### config.mk
export PLATFORM = sky130hd
export DESIGN_NAME = rx_video_format_report
export DESIGN_NICKNAME = d
export VERILOG_FILES = /design/src/include/video_format_pkg.sv /design/src/include/payload_line_if.sv /design/src/format_lane.sv /design/src/line_tracker.sv /design/src/rx_video_format_report.sv
export SDC_FILE = /design/constraint.sdc
export NUM_CORES = 1
export LEC_CHECK = 0
export ABC_AREA = 1
export BUFFER_PORTS_ARGS = -buffer_cell sky130_fd_sc_hd__buf_2
export CAP_MARGIN = 20
export CORE_MARGIN = 8
export CORE_UTILIZATION = 25
export CTS_BUF_LIST = sky130_fd_sc_hd__clkbuf_4 sky130_fd_sc_hd__clkbuf_8 sky130_fd_sc_hd__clkbuf_16
export CTS_CLUSTER_DIAMETER = 30
export DETAILED_ROUTE_END_ITERATION = 6
export GPL_ROUTABILITY_DRIVEN = 0
export HOLD_SLACK_MARGIN = 0.15
export PLACE_DENSITY_LB_ADDON = 0.15
export SLEW_MARGIN = 20
export SYNTH_ARGS = -nofsm -noshare
export SYNTH_HDL_FRONTEND = slang
export SYNTH_HIERARCHICAL = 1
export SYNTH_SLANG_ARGS = --single-unit
### constraint.sdc
create_clock -name clk_i -period 4.5 [get_ports clk_i]
set_clock_uncertainty 0.2 [all_clocks]
set_input_delay 0.9 -clock clk_i [delete_from_list [all_inputs] [get_ports clk_i]]
set_output_delay 0.9 -clock clk_i [all_outputs]
set_load 0.05 [all_outputs]
### src/include/video_format_pkg.sv
// shared constants, types and decode functions for the format report block
package video_format_pkg;

  // ----------------
  // widths
  // ----------------
  localparam int LANES      = 4;
  localparam int CODE_W     = 4;
  localparam int LINE_W     = 11;
  localparam int ADDR_W     = 8;
  localparam int DATA_W     = 32;
  localparam int CLASS_W    = 3;
  localparam int STAT_W     = 4;

  // ----------------
  // register map (byte addresses)
  // ----------------
  localparam logic [ADDR_W-1:0] ADDR_CTRL   = 8'h00;
  localparam logic [ADDR_W-1:0] ADDR_STATUS = 8'h04;
  localparam logic [ADDR_W-1:0] ADDR_MASK   = 8'h08;
  localparam logic [ADDR_W-1:0] ADDR_FORMAT = 8'h0c;
  localparam logic [ADDR_W-1:0] ADDR_LINES  = 8'h10;
  localparam logic [ADDR_W-1:0] ADDR_FLAGS  = 8'h14;

  // field positions
  localparam int CTRL_EXTRACT_BIT = 0;
  localparam int ST_CKS_BIT       = 0;
  localparam int ST_F0_BIT        = 1;
  localparam int ST_F1_BIT        = 2;
  localparam int ST_FMT_BIT       = 3;
  localparam int LINES_F1_LSB     = 16;
  localparam int FLAG_FRAC_BIT    = 0;
  localparam int FLAG_CKS_BIT     = 1;

  // reset values
  localparam logic             CTRL_RESET = 1'h0;
  localparam logic [STAT_W-1:0] MASK_RESET = 4'h0;
  localparam logic [LINE_W-1:0] LINE_RESET = 11'h000;

  // ----------------
  // format codes
  // ----------------
  localparam logic [CODE_W-1:0] FMT_SD486     = 4'h0;
  localparam logic [CODE_W-1:0] FMT_SD576     = 4'h1;
  localparam logic [CODE_W-1:0] FMT_1080I_30  = 4'h4;
  localparam logic [CODE_W-1:0] FMT_1080I_25  = 4'h5;
  localparam logic [CODE_W-1:0] FMT_1080P_24  = 4'h6;
  localparam logic [CODE_W-1:0] FMT_720P_60   = 4'h7;
  localparam logic [CODE_W-1:0] FMT_720P_50   = 4'h8;
  localparam logic [CODE_W-1:0] FMT_720P_30   = 4'h9;
  localparam logic [CODE_W-1:0] FMT_720P_25   = 4'ha;
  localparam logic [CODE_W-1:0] FMT_720P_24   = 4'hb;
  localparam logic [CODE_W-1:0] FMT_1080P_30  = 4'hc;
  localparam logic [CODE_W-1:0] FMT_1080P_25  = 4'hd;
  localparam logic [CODE_W-1:0] FMT_1080I_24  = 4'he;
  localparam logic [CODE_W-1:0] FMT_UNKNOWN   = 4'hf;

  // ----------------
  // types
  // ----------------
  typedef enum logic [CLASS_W-1:0] {
    lines_none, lines_486, lines_576, lines_720, lines_1080
  } lines_class_t;

  typedef enum logic [CLASS_W-1:0] {
    rate_none, rate_24, rate_25, rate_30, rate_50, rate_60
  } rate_class_t;

  typedef enum logic [2:0] {
    mode_sd, mode_hd, mode_3ga, mode_3gb, mode_hd_dual, mode_6g, mode_12g
  } rx_mode_t;

  typedef enum logic [2:0] {
    cfg_single, cfg_dual, cfg_3g, cfg_hd_dual, cfg_triple, cfg_multi
  } core_cfg_t;

  // ----------------
  // decode functions
  // ----------------
  // transport is interlaced when 1080p50 or 1080p60 rides over level b or dual link
  function automatic logic [CODE_W-1:0] encode_format(
    input lines_class_t lines,
    input logic         prog,
    input rate_class_t  rate,
    input logic         split_transport
  );
    logic p;
    p = prog & ~(split_transport & (rate == rate_50 || rate == rate_60));
    encode_format = FMT_UNKNOWN;
    case (lines)
      lines_486:  if (!prog) encode_format = FMT_SD486;
      lines_576:  if (!prog) encode_format = FMT_SD576;
      lines_720:
        if (prog)
        begin
          case (rate)
            rate_60: encode_format = FMT_720P_60;
            rate_50: encode_format = FMT_720P_50;
            rate_30: encode_format = FMT_720P_30;
            rate_25: encode_format = FMT_720P_25;
            rate_24: encode_format = FMT_720P_24;
            default: encode_format = FMT_UNKNOWN;
          endcase
        end
      lines_1080:
        case (rate)
          rate_24:          encode_format = p ? FMT_1080P_24 : FMT_1080I_24;
          rate_25, rate_50: encode_format = p ? FMT_1080P_25 : FMT_1080I_25;
          rate_30, rate_60: encode_format = p ? FMT_1080P_30 : FMT_1080I_30;
          default:          encode_format = FMT_UNKNOWN;
        endcase
      default: encode_format = FMT_UNKNOWN;
    endcase
  endfunction

  function automatic logic lane_valid(input rx_mode_t mode, input int lane);
    case (mode)
      mode_12g: lane_valid = 1'b1;
      mode_6g:  lane_valid = (lane < 2);
      default:  lane_valid = (lane == 0);
    endcase
  endfunction

  function automatic logic link_b_capable(input core_cfg_t cfg);
    link_b_capable = (cfg == cfg_3g) || (cfg == cfg_hd_dual) ||
                     (cfg == cfg_triple) || (cfg == cfg_multi);
  endfunction

endpackage

### src/include/payload_line_if.sv
// carrier between the top and one payload identifier line tracker
interface payload_line_if;
  import video_format_pkg::*;
  logic              found;
  logic [LINE_W-1:0] line;
  logic              updated;
  logic [LINE_W-1:0] line_out;

  modport source  (output found, output line,
                   input updated, input line_out);
  modport tracker (input found, input line,
                   output updated, output line_out);
endinterface

### src/format_lane.sv
// one lane's registered format code with change pulse
module format_lane
  import video_format_pkg::*;
(
  // clock and reset
  input  wire logic              clk_i,
  input  wire logic              reset_i,
  // measured lane properties
  input  wire logic              lane_valid_i,
  input  wire logic              lock_i,
  input  wire lines_class_t      lines_i,
  input  wire logic              prog_i,
  input  wire rate_class_t       rate_i,
  input  wire logic              split_i,
  // report
  output logic [CODE_W-1:0]      code_o,
  output logic                   change_o
);

  logic [CODE_W-1:0] nxt_code;

  always_comb
  begin
    nxt_code = FMT_UNKNOWN;
    if (lane_valid_i && lock_i)
    begin
      nxt_code = encode_format(lines_i, prog_i, rate_i, split_i);
    end
  end

  // unknown until a lock, and on losing it
  always_ff @(posedge clk_i)
  begin
    if (reset_i)
    begin
      code_o   <= FMT_UNKNOWN;
      change_o <= 1'b0;
    end
    else
    begin
      code_o   <= nxt_code;
      change_o <= (nxt_code != code_o);
    end
  end

endmodule

### src/line_tracker.sv
// publishes a payload identifier line once two whole frames agree on it
module line_tracker
  import video_format_pkg::*;
(
  // clock and reset
  input  wire logic       clk_i,
  input  wire logic       reset_i,
  // framing
  input  wire logic       enable_i,
  input  wire logic       frame_start_i,
  // tracked field
  payload_line_if.tracker lt
);

  logic              seen_ff;
  logic              prev_ok_ff;
  logic [LINE_W-1:0] cand_ff;
  logic [LINE_W-1:0] prev_ff;
  logic              agree;

  assign agree = seen_ff & prev_ok_ff & (cand_ff == prev_ff);

  // candidate of the running frame and of the last complete one
  always_ff @(posedge clk_i)
  begin
    if (reset_i || !enable_i)
    begin
      seen_ff    <= 1'b0;
      prev_ok_ff <= 1'b0;
      cand_ff    <= LINE_RESET;
      prev_ff    <= LINE_RESET;
    end
    else
    begin
      if (frame_start_i)
      begin
        prev_ok_ff <= seen_ff;
        prev_ff    <= cand_ff;
      end
      // a find beside the frame start belongs to the new frame
      if (lt.found)
      begin
        seen_ff <= 1'b1;
        cand_ff <= lt.line;
      end
      else if (frame_start_i)
      begin
        seen_ff <= 1'b0;
      end
    end
  end

  // output moves only on agreement of two complete frames
  always_ff @(posedge clk_i)
  begin
    if (reset_i)
    begin
      lt.line_out <= LINE_RESET;
      lt.updated  <= 1'b0;
    end
    else
    begin
      lt.updated <= 1'b0;
      if (enable_i && frame_start_i && agree && cand_ff != lt.line_out)
      begin
        lt.line_out <= cand_ff;
        lt.updated  <= 1'b1;
      end
    end
  end

endmodule

### src/rx_video_format_report.sv
// receive side format code, payload identifier line and checksum report
//
// Behaviour
// with extraction on and link b present, flag link b identifier checksum errors
// publish field 0 identifier line after two complete frames
// publish field 1 identifier line after two complete frames
// code reports transport format, so 1080p50 on dual link reads 1080i50
// four-bit codes for sd, 1080i, 1080p and 720p formats as tabled
// code 1111 when nothing detected; reserved codes never produced
// code 0100 also covers 1080p60 and 59.94 over level b or dual link
// code 0101 also covers 1080p50 over level b or dual link
// provide fractional rate flag; receiver combines it with the code
// receiver uses the standard indicator to resolve code 1100
// receiver should prefer payload identifier for exact format details
// six and twelve gig modes give each 20-bit lane its own code
// twelve gig fills all four lanes, six gig only the lower two
// codes unknown and lines held at reset values until detection
//
// The implementer's own choices: the address map and the plain strobed port.
module rx_video_format_report
  import video_format_pkg::*;
(
  // clock and reset
  input  wire logic                     clk_i,
  input  wire logic                     reset_i,
  // register port
  input  wire logic [ADDR_W-1:0]        reg_addr_i,
  input  wire logic [DATA_W-1:0]        reg_wdata_i,
  input  wire logic                     reg_wr_i,
  input  wire logic                     reg_rd_i,
  output logic      [DATA_W-1:0]        reg_rdata_o,
  // interrupt
  output logic                          irq_o,
  // receiver configuration and mode
  input  wire core_cfg_t                core_cfg_i,
  input  wire rx_mode_t                 mode_i,
  input  wire logic                     fractional_i,
  // per lane measurements
  input  wire logic [LANES-1:0]         lane_lock_i,
  input  wire logic [LANES-1:0]         lane_prog_i,
  input  wire logic [LANES*CLASS_W-1:0] lane_lines_i,
  input  wire logic [LANES*CLASS_W-1:0] lane_rate_i,
  // payload identifier events
  input  wire logic                     frame_start_i,
  input  wire logic                     pid_found_i,
  input  wire logic                     pid_field_i,
  input  wire logic [LINE_W-1:0]        pid_line_i,
  input  wire logic                     pid_b_valid_i,
  input  wire logic                     pid_b_cks_err_i,
  // report
  output logic [LANES*CODE_W-1:0]       format_code_o,
  output logic                          fractional_rate_flag_o,
  output logic [LINE_W-1:0]             payload_id_line_field_zero_o,
  output logic [LINE_W-1:0]             payload_id_line_field_one_o,
  output logic                          pid_b_cks_error_o
);

  // ----------------
  // declarations
  // ----------------
  logic                   extract_en_ff;
  logic [STAT_W-1:0]      status_ff;
  logic [STAT_W-1:0]      mask_ff;
  logic [STAT_W-1:0]      events;
  logic [STAT_W-1:0]      w1c;
  logic [LANES-1:0]       lane_change;
  logic                   split_transport;
  logic                   cks_watch;
  logic                   cks_event;
  logic                   wr_ctrl;
  logic                   wr_status;
  logic                   wr_mask;
  logic [DATA_W-1:0]      nxt_rdata;

  payload_line_if f0_if ();
  payload_line_if f1_if ();

  // ----------------
  // format code per lane
  // ----------------
  // level b and dual link carry progressive 50/60 as interlaced pairs
  assign split_transport = (mode_i == mode_3gb) ||
                           (mode_i == mode_hd_dual);

  genvar g;
  generate
    for (g = 0; g < LANES; g++)
    begin : gen_lane
      format_lane u_lane (
        .clk_i        (clk_i),
        .reset_i      (reset_i),
        .lane_valid_i (lane_valid(mode_i, g)),
        .lock_i       (lane_lock_i[g]),
        .lines_i      (lines_class_t'(lane_lines_i[g*CLASS_W +: CLASS_W])),
        .prog_i       (lane_prog_i[g]),
        .rate_i       (rate_class_t'(lane_rate_i[g*CLASS_W +: CLASS_W])),
        .split_i      (split_transport),
        .code_o       (format_code_o[g*CODE_W +: CODE_W]),
        .change_o     (lane_change[g])
      );
    end
  endgenerate

  // ----------------
  // fractional rate flag
  // ----------------
  // registered only; resolving the exact rate is left to the receiver
  always_ff @(posedge clk_i)
  begin
    if (reset_i)
    begin
      fractional_rate_flag_o <= 1'b0;
    end
    else
    begin
      fractional_rate_flag_o <= fractional_i;
    end
  end

  // ----------------
  // payload identifier line trackers
  // ----------------
  assign f0_if.found = pid_found_i & ~pid_field_i;
  assign f0_if.line  = pid_line_i;
  assign f1_if.found = pid_found_i & pid_field_i;
  assign f1_if.line  = pid_line_i;

  line_tracker u_f0 (
    .clk_i         (clk_i),
    .reset_i       (reset_i),
    .enable_i      (extract_en_ff),
    .frame_start_i (frame_start_i),
    .lt            (f0_if.tracker)
  );

  line_tracker u_f1 (
    .clk_i         (clk_i),
    .reset_i       (reset_i),
    .enable_i      (extract_en_ff),
    .frame_start_i (frame_start_i),
    .lt            (f1_if.tracker)
  );

  // held from the tracker flops; reset value until the first agreement
  assign payload_id_line_field_zero_o = f0_if.line_out;
  assign payload_id_line_field_one_o  = f1_if.line_out;

  // ----------------
  // link b checksum flag
  // ----------------
  // flag follows the outcome of the latest link b identifier
  assign cks_watch = extract_en_ff & link_b_capable(core_cfg_i);
  assign cks_event = cks_watch & pid_b_valid_i & pid_b_cks_err_i;

  always_ff @(posedge clk_i)
  begin
    if (reset_i)
    begin
      pid_b_cks_error_o <= 1'b0;
    end
    else if (!cks_watch)
    begin
      pid_b_cks_error_o <= 1'b0;
    end
    else if (pid_b_valid_i)
    begin
      pid_b_cks_error_o <= pid_b_cks_err_i;
    end
  end

  // ----------------
  // register writes
  // ----------------
  assign wr_ctrl   = reg_wr_i && (reg_addr_i == ADDR_CTRL);
  assign wr_status = reg_wr_i && (reg_addr_i == ADDR_STATUS);
  assign wr_mask   = reg_wr_i && (reg_addr_i == ADDR_MASK);

  always_ff @(posedge clk_i)
  begin
    if (reset_i)
    begin
      extract_en_ff <= CTRL_RESET;
    end
    else if (wr_ctrl)
    begin
      extract_en_ff <= reg_wdata_i[CTRL_EXTRACT_BIT];
    end
  end

  always_ff @(posedge clk_i)
  begin
    if (reset_i)
    begin
      mask_ff <= MASK_RESET;
    end
    else if (wr_mask)
    begin
      mask_ff <= reg_wdata_i[STAT_W-1:0];
    end
  end

  // ----------------
  // interrupt status
  // ----------------
  always_comb
  begin
    events              = '0;
    events[ST_CKS_BIT]  = cks_event;
    events[ST_F0_BIT]   = f0_if.updated;
    events[ST_F1_BIT]   = f1_if.updated;
    events[ST_FMT_BIT]  = |lane_change;
  end

  assign w1c = wr_status ? reg_wdata_i[STAT_W-1:0] : '0;

  // a new event in the clearing cycle survives the clear
  always_ff @(posedge clk_i)
  begin
    if (reset_i)
    begin
      status_ff <= '0;
    end
    else
    begin
      status_ff <= (status_ff & ~w1c) | events;
    end
  end

  // one cycle behind the status so the pin stays a plain flop
  always_ff @(posedge clk_i)
  begin
    if (reset_i)
    begin
      irq_o <= 1'b0;
    end
    else
    begin
      irq_o <= |(status_ff & mask_ff);
    end
  end

  // ----------------
  // register reads
  // ----------------
  always_comb
  begin
    nxt_rdata = '0;
    if (reg_rd_i)
    begin
      case (reg_addr_i)
        ADDR_CTRL:
          nxt_rdata[CTRL_EXTRACT_BIT] = extract_en_ff;
        ADDR_STATUS:
          nxt_rdata[STAT_W-1:0] = status_ff;
        ADDR_MASK:
          nxt_rdata[STAT_W-1:0] = mask_ff;
        ADDR_FORMAT:
          nxt_rdata[LANES*CODE_W-1:0] = format_code_o;
        ADDR_LINES:
        begin
          nxt_rdata[LINE_W-1:0] = f0_if.line_out;
          nxt_rdata[LINES_F1_LSB +: LINE_W] = f1_if.line_out;
        end
        ADDR_FLAGS:
        begin
          nxt_rdata[FLAG_FRAC_BIT] = fractional_rate_flag_o;
          nxt_rdata[FLAG_CKS_BIT]  = pid_b_cks_error_o;
        end
        default:
          nxt_rdata = '0;
      endcase
    end
  end

  // data stands only in the cycle after the read strobe
  always_ff @(posedge clk_i)
  begin
    if (reset_i)
    begin
      reg_rdata_o <= '0;
    end
    else
    begin
      reg_rdata_o <= nxt_rdata;
    end
  end

endmodule

==> results_dict.tcl <==
set metrics [dict create \
    io_buffer_count 137 \
    max_cap_violations 0 \
    layout_min_cycle_time_ns 2.42 \
    gr-total-overflow 0 \
    crit_path_top_delay_cell "nand2_1" \
    initial_core_util 0.255 \
    finalNonFillerCells 1591 \
    grt_pass1_vias 6773 \
    drive_above_1_share 0.207 \
    hold_viol_final 0 \
    synth-edff-count 0 \
    critPathMaxFanout 24 \
    fmax_mhz 414 \
    path_cells "buf_2, inv_1, nand2_1, a211oi_1" \
    hpwlAfterDp_um 17600 \
    cts_tree "done" \
    ys_seq_area_frac 0.368 \
    synth_top_area_cell "dfxtp_1" \
    finalSetupViolations 0 \
    cp-start-kind "primary input" \
    hp-class "register to register" \
    synth_ff_type "dfxtp_1" \
    rsz0062_at_grt "false" \
    ys_types 30 \
    drt_iter0_markers 329 \
    ir_worst_vdd_mv 0.260 \
    top_level_ports 172 \
    netlist_instances 1073 \
    synthTopCellsByCount "256 x nand2_1, 151 x nor2_1, 135 x nand3_1" \
    setup-tns-final_ns 0 \
    routed_wl_um 22300 \
    routed-via-count 6921 \
    worstSetupPathType "primary input to register" \
    grt_max_degree 29 \
    viasPerCell 4.35 \
    slew_violations 0 \
    ys_ff_latch 131 \
    finalPower_uw 2810 \
    post-place-ws_ns 1.59 \
    cpPeakStageDelay_ns 0.65 \
    grt_pass1_wl_um 36000 \
    routedWlPerCell_um 14.0 \
    cts_inserted_buffers 17 \
    core_sq_mm 0.0279 \
    crit_required_ns 4.62 \
    timing.final.ws_setup_ns 2.08 \
    cts_hold_buf 0 \
    cpLargestDelayFamily "simple AND/OR/NAND/NOR gates" \
    synth_most_common_cell "nand2_1" \
    ctsHtreeMaxLevel 4 \
    netlist_area_sq_mm 0.00712 \
    post_cts_buffers 0 \
    die_h_um 185 \
    antenna_found_initial 1 \
    clk_latency_ns 0.42 \
    timing.final.crit_share 0.537 \
    clk_pin_slew_ns 0.06 \
    nets 1299 \
    arrival_ns 2.53 \
    grt_usage 0.132 \
    synthArstFlopShare 0 \
    rows 61 \
    cts.sinks 131 \
    synth_top_area_frac 0.368 \
    critPathCaptureType "register" \
    worstMarginPinSlew_ns 0.931 \
    synth_area_leaders "dfxtp_1 37%, nand2_1 13%, nand3_1 9.5%, nor2_1 8.0%, inv_1 6.0%" \
    cts.repair.resized 0 \
    remaining_drc_errors 0 \
    p_per_area_mw_per_mm2 323 \
    die-area_sq_mm 0.0341 \
    post_synth.cell_area_avg_sq_um 6.64 \
    dp_cells 1559 \
    area_growth_pct 22.0 \
    ant_nets 0 \
    max_slew_margin 0.377 \
    ys_warn_count 6 \
    clk_path_buf_depth 2 \
    outcome "complete, no violations" \
    drt-pass1-iter-count 5 \
    p_leak_uw 0.00411 \
    die_w_um 185 \
    clk_root_buffer_cell "clkbuf_16" \
    path_buf_inv 2 \
]
==> worst min-delay path, cell delays in order, from the launching register on <==
cell and delay [ns]:
dfxtp_1 0.30, inv_1 0.04, a21oi_1 0.05
==> worst paths after layout <==
| check | start | depth (start not counted) | end | slack, ns |
|---|---|---|---|---|
| worst max-delay path | reset_i | 4 | u_f1/cand_ff[7]$_SDFFE_PP0P_ | 2.08 |
| worst min-delay path | u_f0/lt.updated$_SDFF_PP0_ | 2 | status_ff[1]$_SDFF_PP0_ | 0.24 |
| worst max register to register | u_f1/cand_ff[5]$_SDFFE_PP0P_ | 6 | u_f1/lt.line_out[0]$_SDFFE_PP0P_ | 2.30 |
| worst min register to register | u_f0/lt.updated$_SDFF_PP0_ | 2 | status_ff[1]$_SDFF_PP0_ | 0.24 |
==> cell families (layout without fill, tap and decap cells) <==
logic type | Yosys count | after routing | share of synthesized area
mux | 1 | 1 | 0.00141
compound gates | 108 | 108 | 0.0940
simple gates | 628 | 628 | 0.398
flops | 131 | 131 | 0.368
xor+xnor | 28 | 28 | 0.0344
other cells | 2 | 7 | 0.00105
buf+inv | 175 | 310 | 0.103
==> cell usage in the layout, fill, tap and decap left out, types with 8 or more instances in the layout <==
cell type	instances
nand2_1	256
nor2_1	151
buf_2	137
nand3_1	135
dfxtp_1	131
inv_1	113
a21oi_1	54
a211oi_1	44
inv_2	27
nand4_1	26
xnor2_1	20
nand2_2	17
clkbuf_16	17
nor2_2	14
nor2_4	13
xor2_1	8
==> flip-flops by register name (all words and copies together), names as in the netlist, 4 cells and up <==
name,cells
gen_lane.u_lane/change_o,4
gen_lane.u_lane/code_o,16
mask_ff,4
reg_rdata_o,27
status_ff,4
u_f0/cand_ff,11
u_f0/lt.line_out,11
u_f0/prev_ff,11
u_f1/cand_ff,11
u_f1/lt.line_out,11
u_f1/prev_ff,11
==> area by class of cell <==
type / count / area, sq um
fill: 3166 / 19200
antenna: 1 / 2.50
tap: 378 / 473
inverter: 140 / 526
clock buffer: 18 / 433
multi-input combinational: 771 / 3780
timing repair buffer: 139 / 701
clock inverter: 13 / 151
sequential: 131 / 2620
==> report_power, final <==
| part | total (uW) | internal (uW) | switching [uW] | leakage, uW |
|---|---|---|---|---|
| logic | 246 | 75.7 | 171 | 0.00276 |
| clock network | 1390 | 829 | 561 | 0.000285 |
| registers | 1170 | 1170 | 6.07 | 0.00106 |
==> routing by layer <==
metal | up-vias | GRT usage | routed length (um)
met5 | - | 0 | 12
met4 | 2 | 0.0464 | 414
met3 | 20 | 0.0278 | 815
met2 | 116 | 0.219 | 10500
met1 | 3086 | 0.167 | 10600
li1 | 3697 | - | -
==> per-stage QoR <==
stage	cell area [sq um]	hold WS, ns	utilization
after floorplan	7140	0.215	-
after global placement	8100	0.232	0.290
after detailed placement	8100	0.231	0.290
after CTS	8690	0.246	0.311
after global routing	8690	0.271	0.311
final	8690	0.242	0.311
(Power assumes the default switching activity.)
